<file path="config.mk">
export PLATFORM = sky130hd
export DESIGN_NAME = aav_access_virtualizer
export DESIGN_NICKNAME = d
export VERILOG_FILES = /design/src/aav_pkg.sv /design/src/aav_access_virtualizer.sv
export SDC_FILE = /design/constraint.sdc
export NUM_CORES = 1
export LEC_CHECK = 0
export BUFFER_PORTS_ARGS = -buffer_cell sky130_fd_sc_hd__buf_2
export CORE_AREA = 2 2 162 164
export DETAILED_ROUTE_END_ITERATION = 16
export DIE_AREA = 0 0 164 166
export SETUP_SLACK_MARGIN = 0.1
export SYNTH_ARGS = -nofsm -noshare
export SYNTH_HDL_FRONTEND = slang
export SYNTH_SLANG_ARGS = --single-unit
export TNS_END_PERCENT = 1
</file>
<file path="constraint.sdc">
create_clock -name clk_i -period 2.5 [get_ports clk_i]
set_input_delay 0.375 -clock clk_i [delete_from_list [all_inputs] [get_ports clk_i]]
set_output_delay 0.375 -clock clk_i [all_outputs]
set_load 0.05 [all_outputs]
</file>
<file path="src/aav_pkg.sv">
// Purpose: Shared constants for the interrupt-controller access virtualizer.
// Assumes: Byte-granular page offsets inside a 4-KByte access page.
// Notes:   Slot numbers are page offset bits 11:4 (one 16-byte slot each).
package aav_pkg;

	localparam int          PAGE_SHIFT      = 12;
	localparam int          OFF_W           = 12;
	localparam int          SLOT_W          = 8;
	localparam int          SIZE_W          = 4;
	localparam int          ITER_W          = 16;
	localparam logic [3:0]  MAX_VIRT_BYTES  = 4'h4;

	// Slot numbers of virtualizable registers
	localparam logic [7:0]  SLOT_ID         = 8'h02;
	localparam logic [7:0]  SLOT_VERSION    = 8'h03;
	localparam logic [7:0]  SLOT_PRIORITY   = 8'h08;
	localparam logic [7:0]  SLOT_EOI        = 8'h0B;
	localparam logic [7:0]  SLOT_LOG_DEST   = 8'h0D;
	localparam logic [7:0]  SLOT_DEST_FMT   = 8'h0E;
	localparam logic [7:0]  SLOT_SPURIOUS   = 8'h0F;
	localparam logic [7:0]  SLOT_ISR_FIRST  = 8'h10;
	localparam logic [7:0]  SLOT_IRR_LAST   = 8'h27;
	localparam logic [7:0]  SLOT_ERR_STATUS = 8'h28;
	localparam logic [7:0]  SLOT_CMD_FIRST  = 8'h30;
	localparam logic [7:0]  SLOT_LVT_LAST   = 8'h37;
	localparam logic [7:0]  SLOT_INIT_COUNT = 8'h38;
	localparam logic [7:0]  SLOT_DIVIDE_CFG = 8'h3E;

	// Virtual task-priority field layout
	localparam int          VTP_CLASS_LSB   = 4;
	localparam int          VTP_CLASS_MSB   = 7;
	localparam logic [31:0] VTP_RESET       = 32'h0000_0000;

	typedef enum logic [4:0] {
		ST_IDLE  = 5'b00001,
		ST_FLAGS = 5'b00010,
		ST_VREAD = 5'b00100,
		ST_VDATA = 5'b01000,
		ST_EXIT  = 5'b10000
	} aav_state_t;

endpackage
</file>
<file path="src/aav_access_virtualizer.sv">
// Purpose: Priority-register shadowing and access-page read filtering.
// Assumes: All inputs synchronous to clk_i; one memory access in flight.
// Notes:   Write virtualization is not handled; every page write exits.
//
// Our own choices: the register addresses and the address-and-strobe port.
`timescale 1ns/1ps
`default_nettype none

// Summary of operation
// - Shadowed priority read returns virtual priority bits 7:4 in bits 3:0, rest zero.
// - Shadowed priority write puts source 3:0 in bits 7:4, clears rest, virtualizes.
// - Without shadowing, priority register reads and writes reach the real controller.
// - No virtual interrupt recognized or delivered while interrupt-window exiting is set.
// - After virtualization, delivery off and class below threshold gives a trap-like exit.
// - With access virtualization on, accesses to the 4-KByte page exit by default.
// - Page match uses the final physical address, never the guest-physical one.
// - A page fault or nested violation is taken instead of an access-page exit.
// - Accessed flags in all paging structures are set before the exit.
// - For writes, dirty flags are set as well before the exit.
// - The access-page exit ranks with the fault that access could cause.
// - Earlier string iterations complete; exit points at the string instruction.
// - An operation is one string iteration, one instruction or one event delivery.
// - Reads exit when shadowing is off, on fetch, above 32 bits, or after a write.
// - Reads exit unless first and last bytes have address bits 3:2 zero.
// - Without register virtualization only offset 080H reads are virtualized.
// - Register virtualization adds identifier, version, end-of-interrupt, destination, format and spurious slots.
// - Register virtualization adds in-service, trigger-mode and request slots.
// - Register virtualization adds error, command, vector, count and divide slots.
// - Any other read of the page exits.
// - A virtualized read returns the virtual page data at the same offset.
module aav_access_virtualizer
	import aav_pkg::*;
#(
	parameter int PA_W = 52
) (
	// Clock and reset
	input  wire logic              clk_i,
	input  wire logic              sys_rst_i,
	// Execution controls
	input  wire logic              shadow_priority_enable_i,
	input  wire logic              access_page_virt_enable_i,
	input  wire logic              register_virt_enable_i,
	input  wire logic              virt_intr_delivery_i,
	input  wire logic              intr_window_exit_i,
	input  wire logic [3:0]        priority_threshold_i,
	input  wire logic [PA_W-1:0]   access_page_addr_i,
	// Priority control register instructions
	input  wire logic              prio_rd_i,
	input  wire logic              prio_wr_i,
	input  wire logic [63:0]       prio_wdata_i,
	output logic                   prio_rvalid_o,
	output logic [63:0]            prio_rdata_o,
	output logic [31:0]            virtual_task_priority_o,
	output logic                   prio_below_exit_o,
	output logic                   eval_pending_o,
	// Real task-priority register
	output logic                   task_priority_rd_o,
	output logic                   task_priority_wr_o,
	output logic [3:0]             task_priority_wdata_o,
	input  wire logic [3:0]        task_priority_rdata_i,
	// Virtual interrupt recognition
	input  wire logic              virt_intr_pending_i,
	output logic                   virt_intr_deliver_o,
	// Operation boundaries
	input  wire logic              op_done_i,
	input  wire logic              op_write_virt_i,
	// Memory access
	input  wire logic              mem_req_i,
	input  wire logic [PA_W-1:0]   mem_phys_addr_i,
	input  wire logic [SIZE_W-1:0] mem_size_i,
	input  wire logic              mem_write_i,
	input  wire logic              mem_fetch_i,
	input  wire logic              page_fault_i,
	input  wire logic              nested_violation_i,
	output logic                   mem_busy_o,
	output logic                   mem_pass_o,
	output logic                   fault_o,
	// Paging flag update
	output logic                   flag_set_o,
	output logic                   flag_dirty_o,
	input  wire logic              flag_done_i,
	// Virtual controller page
	output logic                   vpage_rd_o,
	output logic [OFF_W-1:0]       vpage_offset_o,
	input  wire logic [31:0]       vpage_rdata_i,
	output logic                   rd_valid_o,
	output logic [31:0]            rd_data_o,
	// Access-page exit
	output logic                   exit_o,
	output logic [OFF_W-1:0]       exit_offset_o,
	output logic                   exit_write_o,
	output logic                   exit_fetch_o,
	output logic [ITER_W-1:0]      exit_iter_o
);

	// Page number must leave room above the 4-KByte offset
	if (PA_W <= PAGE_SHIFT || PA_W > 64) begin : g_pa_w_check
		$error("PA_W out of range");
	end

	// Slot is page offset bits 11:4, one 16-byte register slot each
	function automatic logic slot_virt(input logic [SLOT_W-1:0] slot, input logic regv);
		logic hit;
		hit = (slot == SLOT_PRIORITY);
		if (regv) begin
			hit = hit || slot == SLOT_ID || slot == SLOT_VERSION || slot == SLOT_EOI
				|| slot == SLOT_LOG_DEST || slot == SLOT_DEST_FMT
				|| slot == SLOT_SPURIOUS;
			hit = hit || (slot >= SLOT_ISR_FIRST && slot <= SLOT_IRR_LAST);
			hit = hit || slot == SLOT_ERR_STATUS || slot == SLOT_INIT_COUNT
				|| slot == SLOT_DIVIDE_CFG
				|| (slot >= SLOT_CMD_FIRST && slot <= SLOT_LVT_LAST);
		end
		return hit;
	endfunction

	// Priority path state
	logic [31:0]       vtp_reg, vtp_next;
	logic              prio_rvalid_reg, prio_rvalid_next;
	logic [63:0]       prio_rdata_reg, prio_rdata_next;
	logic              below_reg, below_next;
	logic              eval_reg, eval_next;
	logic              tp_rd_reg, tp_rd_next;
	logic              tp_wr_reg, tp_wr_next;
	logic [3:0]        tp_wdata_reg, tp_wdata_next;
	logic              tp_pend_reg, tp_pend_next;
	logic              deliver_reg, deliver_next;

	always_comb begin
		vtp_next         = vtp_reg;
		prio_rvalid_next = 1'b0;
		prio_rdata_next  = prio_rdata_reg;
		below_next       = 1'b0;
		eval_next        = 1'b0;
		tp_rd_next       = 1'b0;
		tp_wr_next       = 1'b0;
		tp_wdata_next    = tp_wdata_reg;
		tp_pend_next     = 1'b0;
		// Real register data returns one cycle after the read strobe
		if (tp_pend_reg) begin
			prio_rvalid_next = 1'b1;
			prio_rdata_next  = {60'h0, task_priority_rdata_i};
		end
		if (prio_rd_i) begin
			if (shadow_priority_enable_i) begin
				prio_rvalid_next = 1'b1;
				prio_rdata_next  = {60'h0, vtp_reg[VTP_CLASS_MSB:VTP_CLASS_LSB]};
			end else begin
				tp_rd_next   = 1'b1;
				tp_pend_next = 1'b1;
			end
		end else if (prio_wr_i) begin
			if (shadow_priority_enable_i) begin
				vtp_next = {24'h0, prio_wdata_i[3:0], 4'h0};
				// Trap-like: decided on the new value, after the write completes
				if (!virt_intr_delivery_i) begin
					below_next = (prio_wdata_i[3:0] < priority_threshold_i);
				end else begin
					eval_next = 1'b1;
				end
			end else begin
				tp_wr_next    = 1'b1;
				tp_wdata_next = prio_wdata_i[3:0];
			end
		end
		// Recognition is suppressed entirely while window exiting is set
		deliver_next = virt_intr_pending_i && !intr_window_exit_i
			&& virt_intr_delivery_i;
	end

	always_ff @(posedge clk_i) begin
		if (sys_rst_i) begin
			vtp_reg         <= VTP_RESET;
			prio_rvalid_reg <= 1'b0;
			prio_rdata_reg  <= 64'h0;
			below_reg       <= 1'b0;
			eval_reg        <= 1'b0;
			tp_rd_reg       <= 1'b0;
			tp_wr_reg       <= 1'b0;
			tp_wdata_reg    <= 4'h0;
			tp_pend_reg     <= 1'b0;
			deliver_reg     <= 1'b0;
		end else begin
			vtp_reg         <= vtp_next;
			prio_rvalid_reg <= prio_rvalid_next;
			prio_rdata_reg  <= prio_rdata_next;
			below_reg       <= below_next;
			eval_reg        <= eval_next;
			tp_rd_reg       <= tp_rd_next;
			tp_wr_reg       <= tp_wr_next;
			tp_wdata_reg    <= tp_wdata_next;
			tp_pend_reg     <= tp_pend_next;
			deliver_reg     <= deliver_next;
		end
	end

	assign virtual_task_priority_o = vtp_reg;
	assign prio_rvalid_o           = prio_rvalid_reg;
	assign prio_rdata_o            = prio_rdata_reg;
	assign prio_below_exit_o       = below_reg;
	assign eval_pending_o          = eval_reg;
	assign task_priority_rd_o      = tp_rd_reg;
	assign task_priority_wr_o      = tp_wr_reg;
	assign task_priority_wdata_o   = tp_wdata_reg;
	assign virt_intr_deliver_o     = deliver_reg;

	// Access path state
	aav_state_t        st_reg, st_next;
	logic [OFF_W-1:0]  off_reg, off_next;
	logic              wr_reg, wr_next;
	logic              fetch_reg, fetch_next;
	logic              virt_reg, virt_next;
	logic              opw_reg, opw_next;
	logic [ITER_W-1:0] iter_reg, iter_next;
	logic              pass_reg, pass_next;
	logic              fault_reg, fault_next;
	logic              flag_reg, flag_next;
	logic              vrd_reg, vrd_next;
	logic              rdv_reg, rdv_next;
	logic [31:0]       rdd_reg, rdd_next;
	logic              exit_reg, exit_next;
	logic              busy_reg, busy_next;

	logic              in_page;
	logic [OFF_W-1:0]  req_off;
	logic [OFF_W-1:0]  last_off;
	logic              read_ok;

	always_comb begin
		// Final physical address, whatever translation produced it
		in_page  = access_page_virt_enable_i
			&& mem_phys_addr_i[PA_W-1:PAGE_SHIFT]
			== access_page_addr_i[PA_W-1:PAGE_SHIFT];
		req_off  = mem_phys_addr_i[OFF_W-1:0];
		// Size 0 wraps below req_off; such reads exit by the size test anyway
		last_off = req_off + OFF_W'(mem_size_i) - 12'h001;
		read_ok  = shadow_priority_enable_i && !mem_fetch_i && !mem_write_i
			&& mem_size_i != 4'h0 && mem_size_i <= MAX_VIRT_BYTES
			&& !opw_reg && !op_write_virt_i;
		read_ok  = read_ok && req_off[3:2] == 2'b00 && last_off[3:2] == 2'b00
			&& req_off[OFF_W-1:4] == last_off[OFF_W-1:4];
		// Without register virtualization the offset must be exactly 080H
		read_ok  = read_ok && (register_virt_enable_i || req_off[1:0] == 2'b00);
		read_ok  = read_ok && slot_virt(req_off[OFF_W-1:4], register_virt_enable_i);
	end

	always_comb begin
		st_next    = st_reg;
		off_next   = off_reg;
		wr_next    = wr_reg;
		fetch_next = fetch_reg;
		virt_next  = virt_reg;
		// Write history lasts until the operation ends
		opw_next   = opw_reg || op_write_virt_i;
		iter_next  = iter_reg;
		pass_next  = 1'b0;
		fault_next = 1'b0;
		flag_next  = 1'b0;
		vrd_next   = 1'b0;
		rdv_next   = 1'b0;
		rdd_next   = rdd_reg;
		exit_next  = 1'b0;
		// Operation end clears per-operation history; one string step counts as one
		if (op_done_i) begin
			opw_next  = 1'b0;
			iter_next = iter_reg + 16'h0001;
		end
		case (st_reg)
			ST_IDLE: begin
				if (mem_req_i) begin
					off_next   = req_off;
					wr_next    = mem_write_i;
					fetch_next = mem_fetch_i;
					if (page_fault_i || nested_violation_i) begin
						fault_next = 1'b1;
					end else if (in_page) begin
						virt_next = read_ok;
						flag_next = 1'b1;
						st_next   = ST_FLAGS;
					end else begin
						pass_next = 1'b1;
					end
				end
			end
			ST_FLAGS: begin
				// Exit or redirect only once flags are in memory
				if (flag_done_i) begin
					st_next = virt_reg ? ST_VREAD : ST_EXIT;
				end
			end
			ST_VREAD: begin
				vrd_next = 1'b1;
				st_next  = ST_VDATA;
			end
			ST_VDATA: begin
				// Data is taken the cycle after the strobe drops
				if (!vrd_reg) begin
					rdv_next = 1'b1;
					rdd_next = vpage_rdata_i;
					st_next  = ST_IDLE;
				end
			end
			ST_EXIT: begin
				exit_next = 1'b1;
				st_next   = ST_IDLE;
			end
			default: begin
				st_next = ST_IDLE;
			end
		endcase
		// Count restarts after an exit; an operation ending in that cycle still counts
		if (exit_reg) begin
			iter_next = op_done_i ? 16'h0001 : 16'h0000;
		end
		// Registered so the busy output is a flop, with the timing of the state
		busy_next = (st_next != ST_IDLE);
	end

	always_ff @(posedge clk_i) begin
		if (sys_rst_i) begin
			st_reg    <= ST_IDLE;
			off_reg   <= 12'h000;
			wr_reg    <= 1'b0;
			fetch_reg <= 1'b0;
			virt_reg  <= 1'b0;
			opw_reg   <= 1'b0;
			iter_reg  <= 16'h0000;
			pass_reg  <= 1'b0;
			fault_reg <= 1'b0;
			flag_reg  <= 1'b0;
			vrd_reg   <= 1'b0;
			rdv_reg   <= 1'b0;
			rdd_reg   <= 32'h0000_0000;
			exit_reg  <= 1'b0;
			busy_reg  <= 1'b0;
		end else begin
			st_reg    <= st_next;
			off_reg   <= off_next;
			wr_reg    <= wr_next;
			fetch_reg <= fetch_next;
			virt_reg  <= virt_next;
			opw_reg   <= opw_next;
			iter_reg  <= iter_next;
			pass_reg  <= pass_next;
			fault_reg <= fault_next;
			flag_reg  <= flag_next;
			vrd_reg   <= vrd_next;
			rdv_reg   <= rdv_next;
			rdd_reg   <= rdd_next;
			exit_reg  <= exit_next;
			busy_reg  <= busy_next;
		end
	end

	assign mem_busy_o     = busy_reg;
	assign mem_pass_o     = pass_reg;
	assign fault_o        = fault_reg;
	assign flag_set_o     = flag_reg;
	assign flag_dirty_o   = wr_reg;
	assign vpage_rd_o     = vrd_reg;
	assign vpage_offset_o = off_reg;
	assign rd_valid_o     = rdv_reg;
	assign rd_data_o      = rdd_reg;
	assign exit_o         = exit_reg;
	assign exit_offset_o  = off_reg;
	assign exit_write_o   = wr_reg;
	assign exit_fetch_o   = fetch_reg;
	assign exit_iter_o    = iter_reg;

endmodule

`default_nettype wire

</file>
==> impl_results.md <==
- Status: finished clean
- Post-synth EDFFs: 0
- Row Count: 59
- Clk slew on worst S/H paths: 70 ps
- Share of layout cells above drive strength 1: 35.3%
- Gp weighted congestion: 0.860
- Initial antenna violation count: 3
- Global-route wire length before repair: 32,500 µm
- Critical setup path kind: input pin to register
- Area of the multi-input gates: 3610 µm²
- Vias per inst: 4.39
- Slowest stage delay, CP: 480 ps
- RSZ-0062 raised after global routing: yes
- CTS tree: built
- Worst path cell trace: buf_12 -> inv_12 -> ha_4 -> o21bai_4 -> fa_1 -> nor4bb_4 -> nand4_1 -> a2111oi_2 -> o2111ai_1 -> nor4b_2 -> nand4_1 -> nand2_1
- Reg2Reg Launch Point: st_reg[3]
- Largest net degree at the start of global routing: 61
- Total grt overflow: 0
- Number of global-route vias before repair: 6,115
- Register area share after synthesis: 43.6%
- Placed Cells: 1,417
- Clock Tree Root: clkbuf_16
- Crit path DAT: 2610 ps
- CTS Buf Count: 17
- Final ANT Viol Nets: 0
- Via count: 6,374
- Reg2reg path depth: 5
- Least-Margin Pin Slew: 663 ps
- Unique cell type count in the Yosys netlist: 59
- Wire length per cell: 14.3 µm
- R2R Setup Slk: 530 ps
- Worst Hold Path EP: virt_intr_deliver_o
- Reg2reg end: mem_pass_o
- PwrDens: 640 nW/µm²
- Main synth FF type: dfxtp_1
- Critical Path Sink Type: register
- Final #Nets: 1,359
- Slowest cell on crit path: fa_1
- Max reg flops: 64
- Aggregate negative setup slack: 0 ps
- Worst EP required: 2860 ps
- Die Height: 166 µm
- VDD IR max: 0.405 mV
- Drt total wl: 20,700 µm
- Total Power: 0.00616 W
- FF+latch count, synth: 154
- Synth warn: 0
- Cell mode on critical path: nand4_1
- Initial DRC count: 296
- Post-Layout Cell Count: 1,451
- Period minus WS final: 2250 ps
- Period utilization: 90.0%
- FFs w/ async S/R, synth: 0%
- TritonCTS Sinks: 154
- H-tree depth: 4
- Class of the worst hold path: input pin to register
- Max Fclk: 444 MHz
- FF/Latch Area: 3080 µm²
- # IOs: 418
- Initial core utilization: 27.6%
- Area Growth Syn to Fin: 36.2%
- Fill cells: 2,676
- Max-Cap Viols: 0
- Drt pass-1 iters: 5
- Synth Cell Area: 7070 µm²
- Slew Limit Fails: 0
- Hold Path Depth: 2
- Crit path launch type: input pin
- Worst skew pair latency: 410 ps
- Input/output buffers: 317
- Hold Fails Final Rpt: 0
- Pre-CTS setup slack: -442 ps
- Hold path start: intr_window_exit_i
- Final setup fails: 0
- Crit path from: mem_size_i[1]
- P_leak: 4.62 nW
- Clock Skew: 9.68 ps
- Slew margin rel.: 55.7%
- Die ar.: 27,200 µm²
- HPWL Detailed: 16,200 µm
- Core footprint: 25,600 µm²
- DRC: 0
- Die width: 164 µm
- Post-Syn Area per Cell: 8.93 µm²
- Fin worst setup slack: 249 ps
- Total GRT Usage: 15.2%
- CP Max Fanout: 3
- Syn Inst Count: 791
- Max Root-Sink Buffers: 2
## worst max path at each step
stage | endpoint | slack [ps] | cells after the start
6_report | virt_reg | 250 | 12
5_1_grt | virt_reg | 90 | 12
4_1_cts | virt_reg | 110 | 12
3_5_place_dp | virt_reg | -440 | 12
3_3_place_gp | virt_reg | -270 | 12
2_1_floorplan | virt_reg | 70 | 11
## cell usage in the layout, fill, tap and decap left out, types with 4 or more instances in the layout
| cell | netlist | routed |
|---|---|---|
| ha_1 | 27 | 25 |
| inv_1 | 30 | 28 |
| clkbuf_16 | 0 | 17 |
| nor2b_1 | 5 | 4 |
| or3_1 | 4 | 4 |
| xnor2_1 | 23 | 23 |
| nand2_1 | 99 | 99 |
| nor3b_1 | 4 | 4 |
| mux2i_1 | 14 | 14 |
| buf_2 | 0 | 315 |
| nor4_1 | 15 | 15 |
| xor2_1 | 43 | 43 |
| dfxtp_1 | 154 | 154 |
| a21oi_1 | 58 | 58 |
| o21ai_0 | 5 | 5 |
| or2_1 | 4 | 4 |
| nand2b_1 | 7 | 7 |
| a21o_1 | 5 | 5 |
| nor2_1 | 44 | 44 |
| a31oi_1 | 4 | 4 |
| buf_4 | 43 | 19 |
| conb_1 | 1 | 28 |
| a211oi_1 | 10 | 9 |
| and2_1 | 61 | 61 |
| nand3_1 | 27 | 27 |
| nor3_1 | 8 | 8 |
| nand4_1 | 7 | 7 |
| inv_6 | 0 | 5 |
| and3_1 | 4 | 4 |
## critical path, delay by kind of cell
family | cells | cell delay (ps)
AOI/OAI and AO/OA | 3 | 650
adders and majority gates | 2 | 660
buffers and inverters | 2 | 150
and+or+nand+nor | 5 | 770
## logic make-up (layout without fill, tap and decap cells)
logic type	after synthesis	in the layout	synth area share, %
compound gates	107	107	9.14
mux	16	16	2.30
xor+xnor	66	66	8.18
flops	154	154	43.6
buf+inv	103	399	7.75
other cells	1	30	0.0531
simple gates	316	316	23.9
fa+ha+maj	28	28	5.06
## cells in the mapped netlist, drive strengths merged, types with 5 or more instances
library cell / count / area (µm²)
clkbuf: 29 / 109
nand2: 99 / 372
a21o: 5 / 37.5
nor2: 44 / 165
nand4: 8 / 56.3
xnor2: 23 / 201
and2: 61 / 382
mux2i: 14 / 140
dfxtp: 154 / 3080
nor4: 17 / 136
a21oi: 58 / 290
nand3: 27 / 135
nor3b: 5 / 42.5
buf: 43 / 323
inv: 31 / 116
a211oi: 10 / 75.1
nor2b: 5 / 31.3
o21ai: 8 / 40.0
or3: 7 / 58.8
or2: 6 / 37.5
nor3: 9 / 50.1
ha: 27 / 338
nand2b: 7 / 43.8
xor2: 43 / 377
## power by group
| group | total (W) | internal, W | switching, W |
|---|---|---|---|
| combinational | 0.000926 | 0.000329 | 0.000597 |
| sequential | 0.00250 | 0.00248 | 0.0000208 |
| clock | 0.00273 | 0.00162 | 0.00110 |
## metal layers
metal  vias to the layer above  part of all wire (%)  global-route usage (%)
met1                      2922                    45                    18.9
met5                         -                 0.063                       0
met2                       214                    47                    25.2
met4                         2                   1.8                    4.65
li1                       3212                     -                       -
met3                        24                   6.5                    4.47
## final cells by class
cell class | instances | area share, %
Antenna cell | 2 | 0.0520
Clock buffer | 18 | 4.56
Clock inverter | 14 | 1.90
Inverter | 31 | 1.36
Multi-Input combinational cell | 561 | 37.6
Sequential cell | 154 | 32.0
Tap cell | 335 | 4.35
Timing Repair Buffer | 336 | 18.2
## stage by stage
stage                     hold slack, ps  area [µm²]  utilization [%]
after CTS                           93.8        9570             37.4
after global routing                94.8        9620             37.6
after detailed placement             438        8940             34.9
after floorplan                      421        7220                -
after global placement               437        8940             34.9
final                                118        9630             37.6
## what timing repair did
action                     in CTS  in global routing
buffers inserted                0                  0
pin swaps                       5                  7
gates resized for setup         2                  9
gates cloned                    0                  0
setup endpoints to repair       1                  1
hold buffers                    0                  0
Note: power is estimated with default switching activity, not from simulation.
